## config.mk

```make
export PLATFORM = sky130hd
export DESIGN_NAME = rfe_reporter
export DESIGN_NICKNAME = d
export VERILOG_FILES = /design/src/rfe_pkg.sv /design/src/rfe_fmt_if.sv /design/src/rfe_reporter.sv /design/src/rfe_char_gen.sv
export SDC_FILE = /design/constraint.sdc
export NUM_CORES = 1
export LEC_CHECK = 0
export ABC_AREA = 0
export BUFFER_PORTS_ARGS = -buffer_cell sky130_fd_sc_hd__buf_2
export CAP_MARGIN = 5
export CORE_MARGIN = 2
export CORE_UTILIZATION = 43
export CTS_BUF_LIST = sky130_fd_sc_hd__clkbuf_2
export DETAILED_ROUTE_END_ITERATION = 6
export PLACE_DENSITY = 0.62
export SKIP_CTS_REPAIR_TIMING = 1
export SLEW_MARGIN = 15
export SYNTH_ARGS = -nofsm -noshare
export SYNTH_HDL_FRONTEND = slang
export SYNTH_SLANG_ARGS = --single-unit
export TNS_END_PERCENT = 100
```

## constraint.sdc

```tcl
create_clock -name core_clk_i -period 2.6 [get_ports core_clk_i]
set_input_delay 0.52 -clock core_clk_i [delete_from_list [all_inputs] [get_ports core_clk_i]]
set_output_delay 0.52 -clock core_clk_i [all_outputs]
set_load 0.01 [all_outputs]
```

## src/rfe_pkg.sv

```systemverilog
/*
 * rfe_pkg: shared constants and types for the remote fetch and error reporter.
 * Assumes the command parser upstream delivers decoded commands on the core clock.
 */
package rfe_pkg;

  // ==========================================================================
  // command codes delivered by the parser
  typedef enum logic [3:0] {
    RFE_CMD_SETUP = 4'h0, // measure_setup_command
    RFE_CMD_INIT = 4'h1, // initiate_measure_command
    RFE_CMD_FETCH = 4'h2, // fetch_result_command
    RFE_CMD_NATIVE = 4'h3, // native_mode_command
    RFE_CMD_LANG_RET = 4'h4, // language_return_command
    RFE_CMD_CONF = 4'h5, // confidence_test_command
    RFE_CMD_BIT = 4'h6, // builtin_test_command
    RFE_CMD_RESET = 4'h7, // reset string
    RFE_CMD_DCL = 4'h8, // bus device clear
    RFE_CMD_OTHER = 4'h9 // any other valid string
  } rfe_cmd_type;

  // ==========================================================================
  // reply kinds chosen at talk-address time
  typedef enum logic [1:0] {
    RFE_RPL_EMPTY = 2'h0, // bare cr lf
    RFE_RPL_VALUE = 2'h1,
    RFE_RPL_FAULT = 2'h2,
    RFE_RPL_TMO = 2'h3
  } rfe_reply_type;

  // one-hot transmit states
  typedef enum logic [1:0] {
    RFE_ST_IDLE = 2'b01,
    RFE_ST_SEND = 2'b10
  } rfe_state_type;

  // ==========================================================================
  // error numbers, two bcd digits
  localparam logic [7:0] RFE_ERR_SETUP_MISMATCH = 8'h85;
  localparam logic [7:0] RFE_ERR_INIT_MISMATCH = 8'h86;
  localparam logic [7:0] RFE_ERR_NO_SETUP = 8'h87;
  localparam logic [7:0] RFE_ERR_NO_SIGNAL = 8'h95;
  localparam logic [7:0] RFE_ERR_NONE = 8'h00;

  // ==========================================================================
  // reply texts and lengths
  localparam int RFE_TXT_LEN = 24;
  localparam logic [8*RFE_TXT_LEN-1:0] RFE_FAULT_TXT = "F07PCT1: ERROR NUMBER # ";
  localparam logic [8*RFE_TXT_LEN-1:0] RFE_TMO_TXT = "F05PCT1: NO SIGNAL FOUND";
  localparam int RFE_VAL_CHARS = 12;
  localparam int RFE_IDX_W = 5;
  localparam logic [7:0] RFE_CR = 8'h0d;
  localparam logic [7:0] RFE_LF = 8'h0a;
  localparam logic [7:0] RFE_ASC_0 = 8'h30;
  localparam logic [7:0] RFE_ASC_9 = 8'h39;
  localparam logic [7:0] RFE_ASC_PLUS = 8'h2b;
  localparam logic [7:0] RFE_ASC_MINUS = 8'h2d;
  localparam logic [7:0] RFE_ASC_DOT = 8'h2e;
  localparam logic [7:0] RFE_ASC_E = 8'h45;

endpackage

```

## src/rfe_fmt_if.sv

```systemverilog
/*
 * rfe_fmt_if: carries a reply character request from the reporter to the
 * character generator and the character back.
 * Assumes both ends sit in the same clock domain; the path is combinational.
 */
`timescale 1ns/10ps
interface rfe_fmt_if;
  import rfe_pkg::*;
  rfe_reply_type kind;
  logic [RFE_IDX_W-1:0] idx;
  logic [8*RFE_VAL_CHARS-1:0] value;
  logic [7:0] err_code;
  logic [7:0] char;
  logic skip;
  logic last;

  modport req (output kind, output idx, output value, output err_code, input char, input skip, input last);
  modport gen (input kind, input idx, input value, input err_code, output char, output skip, output last);
endinterface

```

## src/rfe_reporter.sv

```systemverilog
/*
 * rfe_reporter: command interpreter that tracks setup, initiate and fetch, keeps
 * the pending error, switches native mode and streams fetch replies to the bus.
 * Assumes an upstream parser on core_clk_i delivering one decoded command per
 * strobe, a measurement engine giving done or timeout pulses, and a bus talker
 * that takes a byte when tx_valid_o and tx_ready_i are both high.
 */
// Functional notes
// RL1: with no errors, fetch reply is the measurement value followed by cr lf.
// RL2: a syntax error since the last talk gives the fault-prefixed line instead.
// RL3: measurement timeout gives a timeout-prefixed fault line on fetch.
// RL4: measurement data is captured into the reply only when fetch is acknowledged.
// RL5: value field carries only digits, signs, point and E; nothing else is sent.
// RL6: native-mode command routes following strings to the native command set.
// RL7: only the language return command leaves native mode.
// RL8: bus device clear never leaves native mode.
// RL9: controller waits for processing of language return, watching service request.
// RL10: an error shows on the display and goes out on the next talk address.
// RL11: no-signal error uses timeout text; other errors use fault prefix and number.
// RL12: error 08 is built-in test fail; 52 to 55 are illegal entries.
// RL13: errors 75 to 82 are parser syntax faults, reported by number.
// RL14: 85 setup mismatch, 86 initiate mismatch, 87 no setup, 88 bad combination.
// RL15: fetch measurement character must match the last initiate, else error.
// RL16: fetch right after confidence, built-in test or reset raises an error.
// RL17: a pending error is cleared once its reply has been fully sent.
`timescale 1ns/10ps
module rfe_reporter
  import rfe_pkg::*;
(
  input wire logic core_clk_i,
  input wire logic rst_i,
  input wire logic cmd_valid_i,
  input wire rfe_cmd_type cmd_code_i,
  input wire logic [7:0] cmd_mchar_i,
  input wire logic error_valid_i,
  input wire logic [7:0] error_code_i,
  input wire logic meas_done_i,
  input wire logic meas_timeout_i,
  input wire logic [8*RFE_VAL_CHARS-1:0] meas_value_i,
  input wire logic talk_i,
  input wire logic tx_ready_i,
  output logic [7:0] tx_data_o,
  output logic tx_valid_o,
  output logic initiate_o,
  output logic fetch_ack_o,
  output logic native_mode_o,
  output logic native_cmd_o,
  output logic lang_done_o,
  output logic [7:0] err_display_o
);

  // ==========================================================================
  // declarations
  rfe_fmt_if fmt ();

  rfe_state_type state_r, state_nxt;
  rfe_reply_type kind_r, kind_nxt;
  logic [RFE_IDX_W-1:0] idx_r, idx_nxt;
  logic [7:0] tx_data_r, tx_data_nxt;
  logic tx_valid_r, tx_valid_nxt;
  logic done_r, done_nxt;
  logic native_r, native_nxt;
  logic native_cmd_r, native_cmd_nxt;
  logic lang_done_r, lang_done_nxt;
  logic initiate_r, initiate_nxt;
  logic fetch_ack_r, fetch_ack_nxt;
  logic err_pend_r, err_pend_nxt;
  logic [7:0] err_code_r, err_code_nxt;
  logic [7:0] err_disp_r, err_disp_nxt;
  logic setup_seen_r, setup_seen_nxt;
  logic [7:0] setup_mchar_r, setup_mchar_nxt;
  logic init_seen_r, init_seen_nxt;
  logic [7:0] init_mchar_r, init_mchar_nxt;
  logic after_test_r, after_test_nxt;
  logic fetch_pend_r, fetch_pend_nxt;
  logic meas_ok_r, meas_ok_nxt;
  logic meas_tmo_r, meas_tmo_nxt;
  logic [8*RFE_VAL_CHARS-1:0] meas_r, meas_nxt;
  logic [8*RFE_VAL_CHARS-1:0] snap_r, snap_nxt;
  logic new_err;
  logic [7:0] new_code;
  logic reply_end;

  // ==========================================================================
  // character generator
  assign fmt.kind = kind_r;
  assign fmt.idx = idx_r;
  assign fmt.value = snap_r;
  assign fmt.err_code = err_code_r;

  rfe_char_gen u_char_gen (
    .fmt(fmt)
  );

  // ==========================================================================
  // command interpretation and error capture
  always_comb begin
    native_nxt = native_r;
    native_cmd_nxt = 1'b0;
    lang_done_nxt = 1'b0;
    initiate_nxt = 1'b0;
    fetch_ack_nxt = 1'b0;
    setup_seen_nxt = setup_seen_r;
    setup_mchar_nxt = setup_mchar_r;
    init_seen_nxt = init_seen_r;
    init_mchar_nxt = init_mchar_r;
    after_test_nxt = after_test_r;
    fetch_pend_nxt = fetch_pend_r;
    meas_ok_nxt = meas_ok_r;
    meas_tmo_nxt = meas_tmo_r;
    meas_nxt = meas_r;
    snap_nxt = snap_r;
    new_err = 1'b0;
    new_code = RFE_ERR_NONE;
    // reply end clears first, so a fetch taken in that same cycle stays pending
    if (reply_end) begin
      fetch_pend_nxt = 1'b0; // RL17
    end
    // parser-reported errors such as 08, 52-55, 75-82 and 88 pass straight in
    if (error_valid_i) begin
      new_err = 1'b1; // RL12 RL13 RL14
      new_code = error_code_i;
    end
    // measurement engine results for the last initiate
    if (meas_done_i) begin
      meas_ok_nxt = 1'b1;
      meas_tmo_nxt = 1'b0;
      meas_nxt = meas_value_i;
    end
    if (meas_timeout_i) begin
      meas_tmo_nxt = 1'b1; // RL3
      meas_ok_nxt = 1'b0;
    end
    if (cmd_valid_i) begin
      if (native_r) begin
        // device clear is not a way out; only the return string is
        if (cmd_code_i == RFE_CMD_LANG_RET) begin
          native_nxt = 1'b0; // RL7
          lang_done_nxt = 1'b1; // RL9
        end else begin
          native_cmd_nxt = 1'b1; // RL6 RL8
        end
      end else begin
        after_test_nxt = 1'b0;
        case (cmd_code_i)
          RFE_CMD_SETUP: begin
            setup_seen_nxt = 1'b1;
            setup_mchar_nxt = cmd_mchar_i;
          end
          RFE_CMD_INIT: begin
            if (!setup_seen_r) begin
              new_err = 1'b1;
              new_code = RFE_ERR_NO_SETUP; // RL14
            end else if (cmd_mchar_i != setup_mchar_r) begin
              new_err = 1'b1;
              new_code = RFE_ERR_SETUP_MISMATCH; // RL14
            end else begin
              initiate_nxt = 1'b1;
              init_seen_nxt = 1'b1;
              init_mchar_nxt = cmd_mchar_i;
              meas_ok_nxt = 1'b0;
              meas_tmo_nxt = 1'b0;
            end
          end
          RFE_CMD_FETCH: begin
            fetch_ack_nxt = 1'b1;
            fetch_pend_nxt = 1'b1;
            // data is frozen for formatting only now
            snap_nxt = meas_r; // RL4
            if (after_test_r || !init_seen_r) begin
              new_err = 1'b1;
              new_code = RFE_ERR_NO_SETUP; // RL16
            end else if (cmd_mchar_i != init_mchar_r) begin
              new_err = 1'b1;
              new_code = RFE_ERR_INIT_MISMATCH; // RL15
            end
          end
          RFE_CMD_NATIVE: begin
            native_nxt = 1'b1; // RL6
          end
          RFE_CMD_CONF, RFE_CMD_BIT, RFE_CMD_RESET: begin
            after_test_nxt = 1'b1; // RL16
            init_seen_nxt = 1'b0;
          end
          default: begin
            after_test_nxt = 1'b0;
          end
        endcase
      end
    end
  end

  // pending error: a new error in the clearing cycle survives
  always_comb begin
    err_pend_nxt = err_pend_r;
    err_code_nxt = err_code_r;
    err_disp_nxt = err_disp_r;
    if (reply_end && kind_r == RFE_RPL_FAULT) begin
      err_pend_nxt = 1'b0; // RL17
    end
    if (new_err) begin
      err_pend_nxt = 1'b1; // RL10
      err_code_nxt = new_code;
      err_disp_nxt = new_code; // RL10
    end else if (meas_timeout_i) begin
      err_disp_nxt = RFE_ERR_NO_SIGNAL; // RL11
    end
  end

  // ==========================================================================
  // reply transmitter
  always_comb begin
    state_nxt = state_r;
    kind_nxt = kind_r;
    idx_nxt = idx_r;
    tx_data_nxt = tx_data_r;
    tx_valid_nxt = tx_valid_r;
    done_nxt = done_r;
    reply_end = 1'b0;
    case (state_r)
      RFE_ST_IDLE: begin
        if (talk_i) begin
          state_nxt = RFE_ST_SEND;
          idx_nxt = '0;
          done_nxt = 1'b0;
          // errors outrank timeout, timeout outranks the value
          if (err_pend_r) begin
            kind_nxt = RFE_RPL_FAULT; // RL2 RL10
          end else if (fetch_pend_r && meas_tmo_r) begin
            kind_nxt = RFE_RPL_TMO; // RL3
          end else if (fetch_pend_r && meas_ok_r) begin
            kind_nxt = RFE_RPL_VALUE; // RL1
          end else begin
            kind_nxt = RFE_RPL_EMPTY;
          end
        end
      end
      RFE_ST_SEND: begin
        if (!tx_valid_r || tx_ready_i) begin
          if (done_r) begin
            tx_valid_nxt = 1'b0;
            state_nxt = RFE_ST_IDLE;
            reply_end = 1'b1; // RL17
          end else begin
            tx_data_nxt = fmt.char;
            tx_valid_nxt = !fmt.skip; // RL5
            idx_nxt = idx_r + RFE_IDX_W'(1);
            done_nxt = fmt.last;
          end
        end
      end
      default: begin
        state_nxt = RFE_ST_IDLE;
        tx_valid_nxt = 1'b0;
      end
    endcase
  end

  // ==========================================================================
  // registers
  always_ff @(posedge core_clk_i) begin
    if (rst_i) begin
      state_r <= RFE_ST_IDLE;
      kind_r <= RFE_RPL_EMPTY;
      idx_r <= '0;
      tx_data_r <= 8'h00;
      tx_valid_r <= 1'b0;
      done_r <= 1'b0;
      native_r <= 1'b0;
      native_cmd_r <= 1'b0;
      lang_done_r <= 1'b0;
      initiate_r <= 1'b0;
      fetch_ack_r <= 1'b0;
      err_pend_r <= 1'b0;
      err_code_r <= RFE_ERR_NONE;
      err_disp_r <= RFE_ERR_NONE;
      setup_seen_r <= 1'b0;
      setup_mchar_r <= 8'h00;
      init_seen_r <= 1'b0;
      init_mchar_r <= 8'h00;
      after_test_r <= 1'b0;
      fetch_pend_r <= 1'b0;
      meas_ok_r <= 1'b0;
      meas_tmo_r <= 1'b0;
      meas_r <= '0;
      snap_r <= '0;
    end else begin
      state_r <= state_nxt;
      kind_r <= kind_nxt;
      idx_r <= idx_nxt;
      tx_data_r <= tx_data_nxt;
      tx_valid_r <= tx_valid_nxt;
      done_r <= done_nxt;
      native_r <= native_nxt;
      native_cmd_r <= native_cmd_nxt;
      lang_done_r <= lang_done_nxt;
      initiate_r <= initiate_nxt;
      fetch_ack_r <= fetch_ack_nxt;
      err_pend_r <= err_pend_nxt;
      err_code_r <= err_code_nxt;
      err_disp_r <= err_disp_nxt;
      setup_seen_r <= setup_seen_nxt;
      setup_mchar_r <= setup_mchar_nxt;
      init_seen_r <= init_seen_nxt;
      init_mchar_r <= init_mchar_nxt;
      after_test_r <= after_test_nxt;
      fetch_pend_r <= fetch_pend_nxt;
      meas_ok_r <= meas_ok_nxt;
      meas_tmo_r <= meas_tmo_nxt;
      meas_r <= meas_nxt;
      snap_r <= snap_nxt;
    end
  end

  // outputs straight from flops
  assign tx_data_o = tx_data_r;
  assign tx_valid_o = tx_valid_r;
  assign initiate_o = initiate_r;
  assign fetch_ack_o = fetch_ack_r;
  assign native_mode_o = native_r;
  assign native_cmd_o = native_cmd_r;
  assign lang_done_o = lang_done_r;
  assign err_display_o = err_disp_r;

endmodule

```

## src/rfe_char_gen.sv

```systemverilog
/*
 * rfe_char_gen: returns the reply character at a given index for each reply kind.
 * Assumes the requester walks the index from zero until last is seen.
 */
`timescale 1ns/10ps
module rfe_char_gen
  import rfe_pkg::*;
(
  rfe_fmt_if.gen fmt
);

  // ==========================================================================
  // character lookup
  logic [7:0] val_ch;

  // value characters are read left to right from the snapshot
  always_comb begin
    val_ch = fmt.value[8*(RFE_VAL_CHARS-1)-8*fmt.idx +: 8];
  end

  always_comb begin
    fmt.char = RFE_CR;
    fmt.skip = 1'b0;
    fmt.last = 1'b0;
    case (fmt.kind)
      RFE_RPL_VALUE: begin
        if (fmt.idx < RFE_IDX_W'(RFE_VAL_CHARS)) begin
          fmt.char = val_ch;
          // anything outside the allowed set, blanks included, never reaches the bus
          fmt.skip = !((val_ch >= RFE_ASC_0 && val_ch <= RFE_ASC_9) || val_ch == RFE_ASC_PLUS ||
                       val_ch == RFE_ASC_MINUS || val_ch == RFE_ASC_DOT || val_ch == RFE_ASC_E); // RL5
        end else if (fmt.idx == RFE_IDX_W'(RFE_VAL_CHARS)) begin
          fmt.char = RFE_CR;
        end else begin
          fmt.char = RFE_LF;
          fmt.last = 1'b1;
        end
      end
      RFE_RPL_FAULT: begin
        // fault prefix, fixed text, two error digits, cr lf
        if (fmt.idx < RFE_IDX_W'(RFE_TXT_LEN)) begin
          fmt.char = RFE_FAULT_TXT[8*(RFE_TXT_LEN-1)-8*fmt.idx +: 8]; // RL2 RL11
        end else if (fmt.idx == RFE_IDX_W'(RFE_TXT_LEN)) begin
          fmt.char = RFE_ASC_0 | {4'h0, fmt.err_code[7:4]};
        end else if (fmt.idx == RFE_IDX_W'(RFE_TXT_LEN + 1)) begin
          fmt.char = RFE_ASC_0 | {4'h0, fmt.err_code[3:0]};
        end else if (fmt.idx == RFE_IDX_W'(RFE_TXT_LEN + 2)) begin
          fmt.char = RFE_CR;
        end else begin
          fmt.char = RFE_LF;
          fmt.last = 1'b1;
        end
      end
      RFE_RPL_TMO: begin
        if (fmt.idx < RFE_IDX_W'(RFE_TXT_LEN)) begin
          fmt.char = RFE_TMO_TXT[8*(RFE_TXT_LEN-1)-8*fmt.idx +: 8]; // RL3 RL11
        end else if (fmt.idx == RFE_IDX_W'(RFE_TXT_LEN)) begin
          fmt.char = RFE_CR;
        end else begin
          fmt.char = RFE_LF;
          fmt.last = 1'b1;
        end
      end
      default: begin
        // empty reply: cr then lf
        fmt.char = (fmt.idx == '0) ? RFE_CR : RFE_LF;
        fmt.last = (fmt.idx != '0);
      end
    endcase
  end

endmodule

```

== After elaboration in Yosys (flattened, before gate mapping) ==
Cells that the tools add are included.
Operators by class
  magnitude comparators: 4
  shift operators: 3
  muxes and demuxes: 90
  equal/unequal tests: 28
  add/sub/neg operators: 3
  reductions and logical operators: 36
  bitwise operators: 7
Operators with widths (count)
  192-bit by 33-bit variable part select with 8-bit output (first input constant): 2
  8-bit two-way mux: 14
  96-bit by 33-bit variable part select with 8-bit output: 1
  1-bit two-way mux: 55
  8-bit by 6-bit equality test with 1-bit output (second input constant): 3
  8-bit one-hot mux with 3 select lines: 1
  4-bit by 3-bit equality test with 1-bit output (second input constant): 4
  8-bit != test: 2
  8-bit one-hot mux with 2 select lines: 1
  5-bit equality test (second input constant): 3
  5-bit two-way mux: 3
  3-bit AND reduction: 5
  3-bit two-way mux: 4
  2-bit != test (second input constant): 6
  2-bit two-way mux: 5
  5-bit one-hot mux with 2 select lines: 1
  5-bit AND reduction: 2
  3-bit OR reduction: 3
  7-bit by 8-bit subtractor with 9-bit output (first input constant): 1
  8-bit by 8-bit subtractor with 9-bit output (first input constant): 1
  4-bit by 2-bit equality test with 1-bit output (second input constant): 2
  8-bit by 7-bit equality test with 1-bit output (second input constant): 1
  8-bit by 6-bit greater-or-equal comparator with 1-bit output (second input constant): 1
  8-bit by 6-bit <= comparator with 1-bit output (second input constant): 1
  21 further kinds: 49
Word-level totals
  register bits after elaboration: 255
  output and inout port bits: 22
  input bits: 124

== Logic depth before layout (Yosys ltp) ==
  depth in word-level cells: 15
  gate-level depth with buffers: 12
  depth with buffers taken out: 9

== Modules after synthesis ==
Synthesis repeated with hierarchy kept, for this count alone.
Second synthesis, totals
  cells, all modules: 1320
  area total of the unflattened synthesis: 11413.4 um^2
Modules (own cells, without submodules)
  rfe_reporter: times used 1, cells an instance 1011, area an instance 9235.1 um^2, sequential area each 5104.9 um^2
  rfe_char_gen: times used 1, cells an instance 309, area an instance 2178.3 um^2, sequential area each 0.0 um^2

== Least setup slack after synthesis ==
OpenSTA, ideal clock, no wires.
  path type: reg-to-reg
  from: register idx_r[3], in the netlist fmt.idx[3]
  to: register tx_valid_r, in the netlist tx_valid_o
  data arrival time: 2.485 ns
  clock period less this slack: 2.608 ns
  setup slack: -0.008 ns
  required time: 2.477 ns
  stages on the path, launching flop included: 12
  path through: dfxtp_1 -> buf_2 -> clkinv_1 -> ha_1 -> clkbuf_1 -> clkbuf_1 -> nand4b_1 -> o211ai_1 -> nor2_1 -> mux2_2 -> a31oi_1 -> a21oi_1
Between the ends
  longest elaborated chain between the ends: 15
  elaborated cells between the ends (all ways): 21
  those cells by class: add/sub (1); order compare (3); eq/ne (4); shift (1); mux (5); reduce/logical (7)
Ends and longest elaborated chain
  start, declared: line rfe_reporter.sv:58  | logic [RFE_IDX_W-1:0] idx_r, idx_nxt;
  start signal, assigned: line rfe_reporter.sv:290  | idx_r <= idx_nxt;
  7-bit by 8-bit subtractor with 9-bit output: line rfe_char_gen.sv:18  | val_ch = fmt.value[8*(RFE_VAL_CHARS-1)-8*fmt.idx +: 8];
  96-bit by 33-bit variable part select with 8-bit output: line rfe_char_gen.sv:18
  8-bit by 6-bit greater-or-equal comparator with 1-bit output / 8-bit by 6-bit <= comparator with 1-bit output (equally long branches): line rfe_char_gen.sv:30  | fmt.skip = !((val_ch >= RFE_ASC_0 && val_ch <= RFE_ASC_9) || val_ch == RFE_ASC_PLUS ||
  1-bit logical AND: line rfe_char_gen.sv:30
  1-bit logical OR (2 in series): line rfe_char_gen.sv:30
  1-bit logical OR (2 in series): line rfe_char_gen.sv:31  | val_ch == RFE_ASC_MINUS || val_ch == RFE_ASC_DOT || val_ch == RFE_ASC_E);
  1-bit zero test: line rfe_char_gen.sv:30
  1-bit two-way mux *: line rfe_char_gen.sv:27  | if (fmt.idx < RFE_IDX_W'(RFE_VAL_CHARS)) begin
  1-bit two-way mux *: line rfe_char_gen.sv:25  | case (fmt.kind)
  1-bit zero test *: line rfe_reporter.sv:246  | tx_valid_nxt = !fmt.skip;
  1-bit two-way mux *: line rfe_reporter.sv:240  | if (done_r) begin
  1-bit two-way mux *: line rfe_reporter.sv:239  | if (!tx_valid_r || tx_ready_i) begin
  1-bit one-hot mux with 2 select lines *: line rfe_reporter.sv:220  | case (state_r)
  end signal, assigned: line rfe_reporter.sv:292  | tx_valid_r <= tx_valid_nxt;
  end, declared: line rfe_reporter.sv:60  | logic tx_valid_r, tx_valid_nxt;
Mark *: on every way between the ends. The rest lies on a longest branch, timed or not. The select of a mux whose other input is x is not followed.
A chain may end at the register's enable or synchronous reset.

== Worst setup path in the final report ==
  from: register idx_r[3], in the netlist fmt.idx[3]
  to: register tx_data_r[2], in the netlist tx_data_o[2]
Between the ends
  longest elaborated chain between the ends: 6
  elaborated cells between the ends (all ways): 22
  those cells by class: add/sub (2); order compare (2); eq/ne (4); shift (3); mux (10); reduce/logical (1)
Ends and longest elaborated chain
  branches (longest 5 deep; another with 8-bit by 8-bit subtractor with 9-bit output)
  8-bit one-hot mux with 3 select lines *: line rfe_char_gen.sv:25
  end signal, assigned: line rfe_reporter.sv:291  | tx_data_r <= tx_data_nxt;
  end, declared: line rfe_reporter.sv:59  | logic [7:0] tx_data_r, tx_data_nxt;
Mark *: on every way between the ends.

==> impl_metrics.yaml <==
run_status:
  status: "finished clean"
timing:
  hold_ws_ps: 6.526
  maxSlewHeadroom_pct: 61.20
  post-route-period-util_pct: 93.30
  fin_crit_ps: 2426
  rsz0062_at_grt: "false"
  tightest_slew_ps: 582.1
  final_max_slew_viol_count: 0
  fin_tns_setup_ps: 0
  setup_viol: 0
  clock_skew_ps: 85.13
  max_freq_mhz: 412.2
  hold_viol: 0
run:
  cap_violations: 0
yosys:
  synthCells: 1292
  syn_area_per_cell_um2: 8.753
  ys_ff_latch: 255
  syn_area_um2: 11310
  yosysUniqueCellTypes: 77
  syn-num-nets: 1427
  ys_seq_area_share_pct: 45.14
  synthFlopType: "dfxtp_1"
  ys_warn_count: 0
  synth_edf_count: 0
  synth_async_sr_flop_share_pct: 0
setup_path:
  crit_buf_inv: 2
  critPathLaunchType: "register"
  worstSetupStartpoint: "fmt.idx[3]"
  critPathSlowestCell: "ha_1"
  r2r-start: "fmt.idx[3]"
  crit_chain: "clkinv_1 > ha_1 > buf_4 > a211o_1 > o31ai_1 > a22oi_1 > o221a_2 > o22ai_1 > o21bai_1 > a21oi_1"
  cp_slowest_stage_delay_ps: 420
  arrival_ps: 3110
  critPathTopFamily: "compound AO/OA/AOI/OAI gates"
  r2r_slack_ps: 170
  worst_setup_path_end_kind: "register"
  critical_path_class: "reg2reg"
  crit_required_ps: 3280
  cp_max_fo: 15
clocking:
  cts_inserted_buffers: 69
  clockBufferDepth: 3
  cts_tree: "yes"
  cts_root_buffer: "clkbuf_2"
  clkLatencyLatePin_ps: 830
  clock_sinks: 255
  htreeDepth: 3
  clk_pin_slew_ps: 90
detailed_routing:
  post_drt_wl_per_cell_um: 15.70
  drt_iter0_markers: 589
  drtPass1Iterations: 5
  drc_errors: 0
  routed_wl_um: 30230
  antenna_left: 0
  vias: 9932
  viasPerCell: 5.159
pwr:
  p_leak_nw: 5.819
  vdd_drop_max_mv: 0.4620
  power_density_nw_per_um2: 552.5
global_routing:
  antenna_found_initial: 1
  grt_max_degree: 97
  grt_pass1_wl_um: 46380
  grt_usage_pct: 20.44
  grt_pass1_vias: 9180
  gr-total-overflow: 0
worst_hold_path:
  hold_path.class: "in2reg"
  min-delay-start: "meas_value_i[94]"
layout:
  fin_nets: 1682
  layout_commonest_cell: "dfxtp_1"
  final_cell_mix: "dfxtp_1 (253), nand2_1 (235), a21oi_1 (163)"
  area_growth_pct: 24.66
  nFillCells: 2390
  drive_above_1_share_pct: 19.45
placed_design:
  gp_congestion: 0.9192
  port_buffers: 145
  post-dp-hpwl_um: 19740
die:
  initial_utilization_pct: 43.64
  die_h_um: 166.2
  ioPinCount: 146
  core_um2: 25910
  die_w_um: 166.2
  rows: 59
  dieArea_um2: 27610
-- kinds of logic (layout without fill, tap and decap cells) --
| family | count (synthesis) | in the layout | synth area share [%] |
|---|---|---|---|
| AOI/OAI and AO/OA | 266 | 266 | 14.25 |
| DFF | 255 | 255 | 45.14 |
| buffers and inverters | 114 | 411 | 4.503 |
| other | 0 | 1 | 0 |
| adders and majority gates | 12 | 12 | 1.306 |
| and+or+nand+nor | 483 | 483 | 18.38 |
| xor gates and xnor gates | 26 | 26 | 2.014 |
| muxes | 136 | 136 | 14.41 |
-- tightest hold or removal path, delay by kind of cell --
kind                   cells  cell delay [ps]
buffers and inverters      1               80
and+or+nand+nor            1               80
muxes                      1               60
-- synthesized netlist by cell type (12+ instances only) --
master | instances | area (um^2)
a21oi_1 | 163 | 815.8
nand3_1 | 16 | 80.08
buf_1 | 15 | 56.30
nor2_1 | 146 | 548.0
nor2b_1 | 12 | 75.07
xor2_1 | 20 | 175.2
o21ai_0 | 19 | 95.09
inv_1 | 16 | 60.06
nand2_1 | 235 | 882.1
nand2b_1 | 26 | 162.7
clkbuf_1 | 59 | 221.5
buf_2 | 13 | 65.06
dfxtp_1 | 255 | 5105
mux2i_1 | 117 | 1171
-- power by group --
part	switching [mW]	internal, mW
registers	0.0805	4.03
logic	0.332	0.356
clock network	1.63	1.36
total	2.04	5.75
-- sequential cells by signal (all words and copies together), names as in the netlist, 2 cells and up --
| register | count |
|---|---|
| tx_data_o | 8 |
| err_code_r | 8 |
| fmt.value | 96 |
| state_r | 2 |
| fmt.idx | 5 |
| init_mchar_r | 8 |
| fmt.kind | 2 |
| err_display_o | 8 |
| setup_mchar_r | 8 |
| meas_r | 96 |
-- layout make-up --
type                            count  area, um^2  share of cell area, %
Multi-Input combinational cell    923        5707                  40.48
Sequential cell                   255        5107                  36.23
Timing Repair Buffer              281        2142                  15.19
Clock buffer                       93       465.4                  3.302
Tap cell                          335       419.2                  2.973
Clock inverter                     20       190.2                  1.349
Inverter                           17       63.81                 0.4526
Antenna cell                        1       2.502                0.01775
-- layer usage --
| layer | routed length, um | global-route usage (%) |
|---|---|---|
| met1 | 13640 | 27.02 |
| met2 | 14650 | 33.00 |
| met3 | 1476 | 4.623 |
| met4 | 461 | 7.108 |
| met5 | 0 | 0 |
-- worst paths after layout --
kind / cells past startpoint / end
min: 3 / meas_r[94]
max: 10 / tx_data_o[2]
min reg2reg: 2 / fmt.value[8]
max reg2reg: 10 / tx_data_o[2]
-- through the flow --
stage                     utilization, %  power (mW)  worst slack [ps]  cells  instance area (um^2)
after floorplan                        -       4.524             45.26   1292                 11310
after CTS                          50.41       7.788             172.0   1821                 13060
after global placement             47.88       4.755             194.2   1708                 12410
after detailed placement           47.88       4.762             114.3   1708                 12410
final                              54.41       7.788             174.2   1925                 14100
after global routing               54.41       8.210             47.10   1925                 14100
Power figures use the tool's default switching activity.
